===== config.mk =====
export PLATFORM = sky130hd
export DESIGN_NAME = buck_load_current_readout
export DESIGN_NICKNAME = d
export VERILOG_FILES = /design/src/buck_load_current_pkg.sv /design/src/buck_load_current_readout.sv /design/src/load_current_averager.sv
export SDC_FILE = /design/constraint.sdc
export NUM_CORES = 1
export LEC_CHECK = 0
export ABC_AREA = 1
export BUFFER_PORTS_ARGS = -buffer_cell sky130_fd_sc_hd__buf_2
export CAP_MARGIN = 20
export CORE_ASPECT_RATIO = 0.8
export CORE_MARGIN = 2
export CORE_UTILIZATION = 55
export CTS_BUF_LIST = sky130_fd_sc_hd__clkbuf_4
export DETAILED_ROUTE_END_ITERATION = 10
export GPL_TIMING_DRIVEN = 0
export PLACE_DENSITY = 0.77
export SLEW_MARGIN = 20
export SYNTH_ARGS = -nofsm -noshare
export SYNTH_HDL_FRONTEND = slang
export SYNTH_SLANG_ARGS = --single-unit

===== constraint.sdc =====
create_clock -name clk_sys -period 6.1 [get_ports clk_sys]
set_input_delay 1.83 -clock clk_sys [delete_from_list [all_inputs] [get_ports clk_sys]]
set_output_delay 1.83 -clock clk_sys [all_outputs]
set_load 0.005 [all_outputs]

===== src/buck_load_current_pkg.sv =====
// Constants, register map and state encodings of the load-current readout.
`default_nettype none
package buck_load_current_pkg;

	// Register offsets on the internal register port.
	localparam logic [7:0] ADDR_LOAD_MEASURE_SELECT = 8'h24;
	localparam logic [7:0] ADDR_LOAD_CURRENT_HIGH_BIT = 8'h25;
	localparam logic [7:0] ADDR_LOAD_CURRENT_LOW_BYTE = 8'h26;

	// Reset values of the registers.
	localparam logic [7:0] RST_LOAD_MEASURE_SELECT = 8'h00;
	localparam logic [8:0] RST_LOAD_CURRENT = 9'h000;
	localparam logic [7:0] RST_READ_DATA = 8'h00;

	// Field positions.
	localparam int SEL_CONVERTER_BIT = 0;
	localparam int RESULT_MSB_BIT = 8;
	localparam int RESULT_WIDTH = 9;

	// Selector codes of the converter-select bit.
	localparam logic SEL_FIRST_STEP_DOWN_CONVERTER = 1'b0;
	localparam logic SEL_SECOND_STEP_DOWN_CONVERTER = 1'b1;

	// Largest code, 511 steps of 20 mA give 10.22 A.
	localparam logic [8:0] FULL_SCALE_CODE = 9'h1ff;
	localparam int LSB_MILLIAMP = 20;

	// Sampling period of the averaging window.
	localparam int CLK_PERIOD_NS = 40;
	localparam int SAMPLE_PERIOD_NS = 1000;
	localparam int SAMPLE_DIV_CYCLES =
		(SAMPLE_PERIOD_NS + CLK_PERIOD_NS - 1) / CLK_PERIOD_NS;

	// Number of samples averaged is two to this power.
	localparam int AVG_LOG2_DEFAULT = 3;

	// Measurement sequencer states, one-hot.
	typedef enum logic [1:0] {
		ST_IDLE = 2'b01,
		ST_RUN = 2'b10
	} meas_state_t;

endpackage
`default_nettype wire


===== src/buck_load_current_readout.sv =====
// Load-current measurement control and result registers.
`timescale 1ns/1ps
`default_nettype none

// Behaviour
// - Bit 0 of the select register picks the first converter at 0 and the second at 1.
// - Each write to the select register starts a fresh measurement on the chosen converter.
// - A selected converter that is master in two-phase use reports master plus slave current.
// - A selected converter that is slave reports only its own current.
// - Result bit 8 reads in bit 0 of the high-bit register at 20 mA per step.
// - Result bits 7 to 0 read in the low-byte register at the same scaling.
module buck_load_current_readout #(
	parameter int SAMPLE_DIV = buck_load_current_pkg::SAMPLE_DIV_CYCLES,
	parameter int AVG_LOG2 = buck_load_current_pkg::AVG_LOG2_DEFAULT
) (
	input wire logic clk_sys,
	input wire logic reset,
	input wire logic [7:0] reg_addr,
	input wire logic reg_wr_en,
	input wire logic [7:0] reg_wr_data,
	input wire logic reg_rd_en,
	output logic [7:0] reg_rd_data,
	input wire logic [8:0] first_step_down_converter_current,
	input wire logic [8:0] second_step_down_converter_current,
	input wire logic dual_phase,
	input wire logic second_is_master,
	output logic meas_busy
);

	localparam int DIV_W = (SAMPLE_DIV > 1) ? $clog2(SAMPLE_DIV) : 1;
	localparam int RW = buck_load_current_pkg::RESULT_WIDTH;
	localparam int MEAS_MAX = (1 << AVG_LOG2) * SAMPLE_DIV + 4;

	buck_load_current_pkg::meas_state_t state_q;
	buck_load_current_pkg::meas_state_t state_d;
	logic [7:0] sel_q;
	logic [7:0] sel_d;
	logic [RW-1:0] result_q;
	logic [RW-1:0] result_d;
	logic [7:0] rd_data_q;
	logic [7:0] rd_data_d;
	logic busy_q;
	logic busy_d;
	logic [DIV_W-1:0] div_q;
	logic [DIV_W-1:0] div_d;
	logic wr_sel;
	logic sel_conv;
	logic sel_is_master;
	logic tick;
	logic sample_en;
	logic [RW:0] sum_w;
	logic [RW-1:0] sample_mux;
	logic acc_done;
	logic [RW-1:0] acc_avg;

	////////////////////////////////////////////////////////////////////////
	// Source selection

	assign wr_sel = reg_wr_en &&
		(reg_addr == buck_load_current_pkg::ADDR_LOAD_MEASURE_SELECT);
	assign sel_conv = sel_q[buck_load_current_pkg::SEL_CONVERTER_BIT];
	assign sel_is_master = dual_phase && (sel_conv == second_is_master);
	assign sum_w = {1'b0, first_step_down_converter_current} +
		{1'b0, second_step_down_converter_current};

	// Pick the sample fed to the averager; the summed pair saturates.
	always_comb begin
		sample_mux = first_step_down_converter_current;
		if (sel_is_master) begin
			sample_mux = sum_w[RW] ?
				buck_load_current_pkg::FULL_SCALE_CODE : sum_w[RW-1:0];
		end else if (sel_conv ==
			buck_load_current_pkg::SEL_SECOND_STEP_DOWN_CONVERTER) begin
			// slave reports only its own current.
			sample_mux = second_step_down_converter_current;
		end
	end

	////////////////////////////////////////////////////////////////////////
	// Sequencer, sample divider and registers

	assign tick = (div_q == DIV_W'(SAMPLE_DIV - 1));
	assign sample_en = tick && !wr_sel &&
		(state_q == buck_load_current_pkg::ST_RUN);

	// Next values of control state, result and read data.
	always_comb begin
		state_d = state_q;
		sel_d = sel_q;
		result_d = result_q;
		rd_data_d = rd_data_q;
		div_d = tick ? '0 : div_q + 1'b1;
		// result holds until a measurement completes.
		if (acc_done && (state_q == buck_load_current_pkg::ST_RUN)) begin
			result_d = acc_avg;
			state_d = buck_load_current_pkg::ST_IDLE;
		end
		// a write restarts the window on the new selection.
		if (wr_sel) begin
			sel_d = reg_wr_data;
			state_d = buck_load_current_pkg::ST_RUN;
			div_d = '0;
		end
		busy_d = (state_d == buck_load_current_pkg::ST_RUN);
		if (reg_rd_en) begin
			case (reg_addr)
				buck_load_current_pkg::ADDR_LOAD_MEASURE_SELECT: begin
					rd_data_d = sel_q;
				end
				buck_load_current_pkg::ADDR_LOAD_CURRENT_HIGH_BIT: begin
					rd_data_d = {7'h00,
						result_q[buck_load_current_pkg::RESULT_MSB_BIT]};
				end
				// low byte in bits 7 to 0.
				buck_load_current_pkg::ADDR_LOAD_CURRENT_LOW_BYTE: begin
					rd_data_d = result_q[7:0];
				end
				default: begin
					rd_data_d = buck_load_current_pkg::RST_READ_DATA;
				end
			endcase
		end
	end

	always_ff @(posedge clk_sys or posedge reset) begin
		if (reset) begin
			state_q <= buck_load_current_pkg::ST_IDLE;
			sel_q <= buck_load_current_pkg::RST_LOAD_MEASURE_SELECT;
			result_q <= buck_load_current_pkg::RST_LOAD_CURRENT;
			rd_data_q <= buck_load_current_pkg::RST_READ_DATA;
			busy_q <= 1'b0;
			div_q <= '0;
		end else begin
			state_q <= state_d;
			sel_q <= sel_d;
			result_q <= result_d;
			rd_data_q <= rd_data_d;
			busy_q <= busy_d;
			div_q <= div_d;
		end
	end

	// Averaging of the selected current over the window.
	load_current_averager #(
		.WIDTH(RW),
		.LOG2N(AVG_LOG2)
	) u_averager (
		.clk_sys(clk_sys),
		.reset(reset),
		.clear(wr_sel),
		.sample_en(sample_en),
		.sample_in(sample_mux),
		.done(acc_done),
		.avg(acc_avg)
	);

	assign reg_rd_data = rd_data_q;
	assign meas_busy = busy_q;

	////////////////////////////////////////////////////////////////////////
	// Assertions

	property p_sel_first;
		@(posedge clk_sys) disable iff (reset)
		(wr_sel && !reg_wr_data[0]) |=> (sel_conv == 1'b0) && busy_q;
	endproperty
	a_sel_first: assert property (p_sel_first)
		else $error("Select bit 0 did not choose the first converter.");

	property p_sel_second_single;
		@(posedge clk_sys) disable iff (reset)
		(state_q == buck_load_current_pkg::ST_RUN && !dual_phase && sel_conv)
		|-> sample_mux == second_step_down_converter_current;
	endproperty
	a_sel_second_single: assert property (p_sel_second_single)
		else $error("Select bit 1 did not measure the second converter.");

	property p_write_starts;
		@(posedge clk_sys) disable iff (reset)
		wr_sel |=> busy_q && (state_q == buck_load_current_pkg::ST_RUN)
			&& (sel_q == $past(reg_wr_data));
	endproperty
	a_write_starts: assert property (p_write_starts)
		else $error("Select write did not start a measurement.");

	property p_meas_ends;
		@(posedge clk_sys) disable iff (reset)
		wr_sel |-> ##[1:MEAS_MAX] (acc_done || wr_sel);
	endproperty
	a_meas_ends: assert property (p_meas_ends)
		else $error("Measurement did not complete in time.");

	property p_master_sum;
		@(posedge clk_sys) disable iff (reset)
		(sel_is_master && !sum_w[RW]) |-> sample_mux ==
			first_step_down_converter_current
			+ second_step_down_converter_current;
	endproperty
	a_master_sum: assert property (p_master_sum)
		else $error("Master selection did not report the pair sum.");

	property p_slave_own;
		@(posedge clk_sys) disable iff (reset)
		(dual_phase && !sel_is_master && !sel_conv) |->
			sample_mux == first_step_down_converter_current;
	endproperty
	a_slave_own: assert property (p_slave_own)
		else $error("Slave selection included the master current.");

	property p_read_high;
		@(posedge clk_sys) disable iff (reset)
		(reg_rd_en && reg_addr ==
			buck_load_current_pkg::ADDR_LOAD_CURRENT_HIGH_BIT)
		|=> reg_rd_data == {7'h00, $past(result_q[8])};
	endproperty
	a_read_high: assert property (p_read_high)
		else $error("High-bit register read back wrong.");

	property p_read_low;
		@(posedge clk_sys) disable iff (reset)
		(reg_rd_en && reg_addr ==
			buck_load_current_pkg::ADDR_LOAD_CURRENT_LOW_BYTE)
		|=> reg_rd_data == $past(result_q[7:0]);
	endproperty
	a_read_low: assert property (p_read_low)
		else $error("Low-byte register read back wrong.");

	property p_result_hold;
		@(posedge clk_sys) disable iff (reset)
		!(acc_done && state_q == buck_load_current_pkg::ST_RUN)
		|=> $stable(result_q);
	endproperty
	a_result_hold: assert property (p_result_hold)
		else $error("Result changed without a completed measurement.");

	property p_result_load;
		@(posedge clk_sys) disable iff (reset)
		(acc_done && state_q == buck_load_current_pkg::ST_RUN)
		|=> result_q == $past(acc_avg) && !busy_q || $past(wr_sel);
	endproperty
	a_result_load: assert property (p_result_load)
		else $error("Completed measurement was not stored.");

	c_meas_done: cover property (@(posedge clk_sys) disable iff (reset)
		busy_q ##1 !busy_q);
	c_master: cover property (@(posedge clk_sys) disable iff (reset)
		sel_is_master && acc_done);
	c_read_high: cover property (@(posedge clk_sys) disable iff (reset)
		reg_rd_en && reg_addr ==
		buck_load_current_pkg::ADDR_LOAD_CURRENT_HIGH_BIT && result_q[8]);

endmodule // buck_load_current_readout
`default_nettype wire


===== src/load_current_averager.sv =====
// Averager that sums a power-of-two number of current samples.
`timescale 1ns/1ps
`default_nettype none
module load_current_averager #(
	parameter int WIDTH = 9,
	parameter int LOG2N = 3
) (
	input wire logic clk_sys,
	input wire logic reset,
	input wire logic clear,
	input wire logic sample_en,
	input wire logic [WIDTH-1:0] sample_in,
	output logic done,
	output logic [WIDTH-1:0] avg
);

	localparam int ACC_W = WIDTH + LOG2N;

	logic [ACC_W-1:0] acc_q;
	logic [ACC_W-1:0] acc_d;
	logic [ACC_W-1:0] sum_w;
	logic [LOG2N-1:0] cnt_q;
	logic [LOG2N-1:0] cnt_d;
	logic done_q;
	logic done_d;
	logic [WIDTH-1:0] avg_q;
	logic [WIDTH-1:0] avg_d;

	assign sum_w = acc_q + {{LOG2N{1'b0}}, sample_in};

	// Accumulate samples and divide by shifting after the last one.
	always_comb begin
		acc_d = acc_q;
		cnt_d = cnt_q;
		done_d = 1'b0;
		avg_d = avg_q;
		if (clear) begin
			acc_d = '0;
			cnt_d = '0;
		end else if (sample_en) begin
			if (cnt_q == {LOG2N{1'b1}}) begin
				avg_d = sum_w[ACC_W-1:LOG2N];
				done_d = 1'b1;
				acc_d = '0;
				cnt_d = '0;
			end else begin
				acc_d = sum_w;
				cnt_d = cnt_q + 1'b1;
			end
		end
	end

	// State registers.
	always_ff @(posedge clk_sys or posedge reset) begin
		if (reset) begin
			acc_q <= '0;
			cnt_q <= '0;
			done_q <= 1'b0;
			avg_q <= '0;
		end else begin
			acc_q <= acc_d;
			cnt_q <= cnt_d;
			done_q <= done_d;
			avg_q <= avg_d;
		end
	end

	assign done = done_q;
	assign avg = avg_q;

endmodule // load_current_averager
`default_nettype wire


# Yosys cells after proc, flatten, opt, wreduce, memory -nomap -nowiden
# Index checks and enable logic that the tools add are counted.
[word_totals]
ff_bits = 58
latchBits = 0
mem_bits_rw = 0
mem_bits_ro = 0
output_inout_bits = 9
word_cells = 48
n_memories = 0
[classes]
n_addsub = 4
n_mul = 0
n_div = 0
magnitude_cmp = 0
eq_ne = 8
n_shift = 0
muxes = 17
n_bitwise = 1
reduce_logical = 8
[ops]
columns = ["operator", "count"]
rows = [
  ["2-to-1 mux 12 bit", 3],
  ["2-to-1 mux 9 bit", 3],
  ["== test 8 x 6 -> 1 bit, second input constant", 3],
  ["one-hot mux 8 bit (3 select lines)", 1],
  ["adder 12 x 9 -> 12 bit", 1],
  ["adder 9 x 9 -> 10 bit", 1],
  ["2-to-1 mux 5 bit", 2],
  ["2-to-1 mux 3 bit", 3],
  ["adder 5 x 1 -> 5 bit, second input constant", 1],
  ["== test 5 bit, second input constant", 1],
  ["logical AND 1 bit", 5],
  ["== test 2 bit, second input constant", 2],
  ["2-to-1 mux 2 bit", 2],
  ["adder 3 x 1 -> 3 bit, second input constant", 1],
  ["== test 3 bit, second input constant", 1],
  ["2-to-1 mux 1 bit", 3],
  ["AND reduction 3 bit", 1],
  ["nonzero test 2 bit", 1],
  ["== test 1 bit", 1],
  ["zero test 1 bit", 1],
  ["NOT 1 bit", 1],
]

# Logic depth before layout (Yosys ltp)
[logic_depth]
ltp_word = 7
depth_mapped = 20
mapped_depth_nobuf = 20

# Cells and area by module
# A second synthesis with hierarchy kept.
[hier_totals]
hier_cells = 528
area_unflattened_um2 = 3804.9
[modules_own_cells]
columns = ["module", "n_inst", "cells_per_inst", "area_per_inst_um2"]
rows = [
  ["buck_load_current_readout", 1, 321, 2239.6],
  ["load_current_averager", 1, 207, 1565.3],
]

# Least setup slack after synthesis
# No wires, ideal clock.
[synth_timing]
path_kind = "in2reg"
from = "input port first_step_down_converter_current[4]"
to = "register u_averager.acc_q[8]"
t_arrival_ns = 3.984
t_required_ns = 5.984
slack_ns = 1.999
path_stages = 16
n_path_buf = 0
path_cell_list = "ha_1 a21oi_1 nand3_1 nand3_1 nand2_1 o21a_1 ha_1 fa_1 nand2_1 nand3_1 nand3_1 nand2_1 nand2_1 nand2_1 nand2_1 nand2_1"
[synth_between]
elab_chain_len = 7
elab_cells_between_ends = 8
[synth_lines]
columns = ["element", "line_no", "text"]
rows = [
  ["start, declared", "buck_load_current_readout.sv:23", "input wire logic [8:0] first_step_down_converter_current,"],
  ["adder 9 x 9 -> 10 bit", "buck_load_current_readout.sv:63", "assign sum_w = {1'b0, first_step_down_converter_current} +"],
  ["2-to-1 mux 9 bit", "buck_load_current_readout.sv:70", "sample_mux = sum_w[RW] ?"],
  ["2-to-1 mux 9 bit (*)", "buck_load_current_readout.sv:69", "if (sel_is_master) begin"],
  ["adder 12 x 9 -> 12 bit (*)", "load_current_averager.sv:29", "assign sum_w = acc_q + {{LOG2N{1'b0}}, sample_in};"],
  ["2-to-1 mux 12 bit (*)", "load_current_averager.sv:41", "if (cnt_q == {LOG2N{1'b1}}) begin"],
  ["2-to-1 mux 12 bit (*)", "load_current_averager.sv:40", "end else if (sample_en) begin"],
  ["2-to-1 mux 12 bit (*)", "load_current_averager.sv:37", "if (clear) begin"],
  ["end signal, assigned", "load_current_averager.sv:56", "acc_q <= '0;"],
  ["end signal, assigned", "load_current_averager.sv:61", "acc_q <= acc_d;"],
  ["end, declared", "load_current_averager.sv:19", "logic [ACC_W-1:0] acc_q;"],
]
# Mark *: on every way between the ends. The rest lies on a longest branch, timed or not. The select of a mux whose other input is x is not followed.
# A chain may end at the register's enable or synchronous reset.

# Worst setup path in the final report
[layout_timing]
from = "input port first_step_down_converter_current[4]"
to = "register u_averager.avg_q[2] (netlist: u_averager.avg[2])"
[layout_between]
elab_chain_len = 4
elab_cells_between_ends = 5
[layout_lines]
columns = ["element", "line_no", "text"]
rows = [
  ["adder 9 x 9 -> 10 bit", "buck_load_current_readout.sv:63", ""],
  ["2-to-1 mux 9 bit", "buck_load_current_readout.sv:70", ""],
  ["2-to-1 mux 9 bit (*)", "buck_load_current_readout.sv:69", ""],
  ["adder 12 x 9 -> 12 bit (*)", "load_current_averager.sv:29", ""],
  ["end signal, assigned", "load_current_averager.sv:64", "avg_q <= avg_d;"],
  ["end, declared", "load_current_averager.sv:26", "logic [WIDTH-1:0] avg_q;"],
]
# Mark *: on every way between the ends. The rest lies on a longest branch, timed or not.

==> run_results.csv <==
group,metric,value,unit
outcome,status,"completed",
global_routing,grt_pass1_vias,3313,
die,die_area,7348,µm²
timing,slew_viol_final,0,
route,ant_nets,0,
setup_path,crit_fanout,8,
cts,cts-resized-gates,0,
die,die_h,77.08,µm
setup_path,max_stage_delay,0.37,ns
placed_design,dp_hpwl,6444,µm
global_routing,antenna_found_initial,0,
timing,hold_slack,0.4846,ns
die,rows,26,
setup_path,cp.required,6.36,ns
placed_design,placed_area,4041,µm²
power,peakVddDrop,0.1984,mV
timing,fmax,232.1,MHz
cts,h-tree-depth,3,
synth,syn-num-nets,572,
timing,fin_crit,4.309,ns
setup_path,cp_common_cell,"nand2_1",
power,pwr_density_cell,295.5,nW/µm²
timing,skew,0.01623,ns
global_routing,grt-ovfl-total,0,
die,ios,49,
synth,yosys.area.top_type_share,38.85,%
power,p_leak,0.002398,µW
die,die_x,95.34,µm
cells_and_area,n_antenna_cell,0,
cells_and_area,area_growth,13.84,%
synth,ys_ff_latch,58,
synth,ys_warn_count,0,
worst_hold_path,min-delay-start,"u_averager.avg[3]",
worst_hold_path,min_path_type,"register to register",
cells_and_area,fin_nets,631,
cells_and_area,fin_area,4179,µm²
global_routing,busiest_layer,"met2",
cts,ctsHoldBuffers,0,
route,num_vias,3379,
synth,synth_cell_type_count,36,
route,wire_per_inst,12.88,µm
cells_and_area,n_fill_cell,587,
cells_and_area,drive_gt1_share,14.54,%
synth,async_flop_share,100.0,%
timing,setup-tns-final,0,ns
cells_and_area,mostFrequentLayoutCell,"nand2_1",
global_routing,grt_util_met3,6.876,%
route,drt_wl_total,8436,µm
timing,relSlewSlack,62.96,%
setup_path,path_cells,"buf_2 > ha_1 > a21oi_1 > nand3_1 > nand3_1 > nand2_1 > o21ai_0 > inv_1 > ha_1 > nand2_1 > inv_1 > nand2_1 > nand2_1 > xnor2_1 > o21ai_0",
setup_path,crit_path_start_kind,"input pin",
cts,path_clk_slew,0.11,ns
synth,synth_edf_count,0,
setup_path,crit_slowest_cell,"o21ai_0",
synth,yosys_most_used_dff,"dfrtp_1",
setup_path,critPathCaptureType,"register",
cts,clock_path_buffers,2,
timing,setup_viol,0,
placed_design,routabilityCongestion,0.9523,
setup_path,path_delay_family,"simple AND/OR/NAND/NOR gates",
cts,cts_buffers,9,
cells_and_area,final_cell_mix,"nand2_1, inv_1, dfrtp_1",
synth,synth_area_leaders,"dfrtp_1, nand2_1, ha_1",
synth,yosysSeqAreaShare,39.57,%
setup_path,crit_buf_inv,3,
flow_run,max_cap_viol_count,0,
timing,worst_pin_slew,0.5525,ns
cts,cts_tree,"done",
route,vias_per_cell,5.159,
cts,clk_latency,0.40,ns
placed_design,port_buffers,47,
die,core-area,6409,µm²
global_routing,grtUsageMet2,39.30,%
timing,rsz0062_at_grt,"false",
global_routing,grt_util_met1,37.66,%
cts,cts_sinks,58,
global_routing,grtUsageTotal,25.97,%
route,drt_first_pass_iters,5,
global_routing,grt_pass1_wl,14900,µm
timing,hold_viol_final,0,
synth,synth_area,3671,µm²
setup_path,cp.arrival,4.57,ns
setup_path,startpoint,"first_step_down_converter_current[4]",
synth,syn_inst,507,
cts,post-cts-setup-buffers,0,
cts,cts_root_buf,"clkbuf_4",
synth,yosys.area.top_type,"dfrtp_1",
synth,syn_avg_cell_area,7.241,µm²
route,drtIter0Drc,160,
setup_path,r2r_start,"sel_q[0]",
timing,min_period_over_period,70.64,%
die,start_util,57.28,%
route,drc,0,
setup_path,crit_type,"input pin to register",
global_routing,grt_start_max_net_pins,49,
-- routing by layer --
metal / vias to the layer above / share of wire [%]
met5: - / 0
met4: 0 / 0.81
met3: 10 / 5.4
met2: 95 / 45
met1: 1561 / 49
li1: 1713 / -
-- through the flow --
stage / utilization, % / std cells / total power [µW] / worst slack [ns]
4_1_cts: 65.21 / 655 / 1237 / 1.853
3_3_place_gp: 62.59 / 638 / 938.5 / 1.485
6_report: 65.21 / 655 / 1235 / 1.791
5_1_grt: 65.21 / 655 / 1341 / 1.592
2_1_floorplan: - / 507 / 838.4 / 1.999
3_5_place_dp: 63.06 / 639 / 959.5 / 1.432
-- area by class of cell --
class | instances | area (µm²) | area share, %
Multi-Input combinational cell | 375 | 1921 | 45.96
Sequential cell | 58 | 1453 | 34.76
Timing Repair Buffer | 48 | 262.8 | 6.287
Inverter | 66 | 251.5 | 6.018
Tap cell | 84 | 105.1 | 2.515
Clock inverter | 7 | 70.07 | 1.677
Clock buffer | 9 | 67.56 | 1.617
Buffer | 8 | 48.80 | 1.168
-- tightest hold or removal path: cells and delay by family (launching register included) --
kind	cells	cell delay, ns
DFF	1	0.36
and+or+nand+nor	2	0.10
-- cells in the mapped netlist (2+ instances only) --
| master | n |
|---|---|
| ha_1 | 23 |
| o21ai_0 | 35 |
| nand2_2 | 4 |
| o21a_1 | 3 |
| dfrtp_1 | 57 |
| inv_1 | 64 |
| nand4_1 | 6 |
| nand2_1 | 183 |
| fa_1 | 2 |
| buf_4 | 2 |
| nand3_1 | 39 |
| o21ai_1 | 2 |
| xnor2_1 | 5 |
| buf_2 | 3 |
| a21oi_1 | 4 |
| clkbuf_1 | 2 |
| xor2_1 | 9 |
| nor2_1 | 46 |
-- power breakdown --
part | internal (µW) | total, µW | switching, µW
Clock | 123 | 275 | 152
Sequential | 442 | 487 | 45.0
Combinational | 179 | 473 | 294
-- cells by family after synthesis --
kind of cell,after synthesis,share of synthesized area (%)
AO/OA/AOI/OAI,49,7.226
flip-flops,58,39.57
AND/OR/NAND/NOR,287,32.82
XOR/XNOR,14,3.340
buffers and inverters,74,8.111
adder cells (fa/ha/maj),25,8.930
-- final timing paths --
check | end | slack, ns | cells after the start
max in group asynchronous | state_q[0] | 4.22 | 3
min reg2reg | result_q[3] | 0.48 | 2
min in group asynchronous | u_averager.acc_q[4] | 1.34 | 2
max reg2reg | u_averager.avg[2] | 3.18 | 13
max | u_averager.avg[2] | 1.79 | 15
min | result_q[3] | 0.48 | 2
-- sequential cells by signal (all words and copies together), names as in the netlist --
name              count
u_averager.done       1
reg_rd_data           8
u_averager.avg        9
state_q               2
div_q                 5
u_averager.cnt_q      3
sel_q                 8
meas_busy             1
u_averager.acc_q     12
result_q              9
No activity file was read; power rests on OpenSTA's default activity.
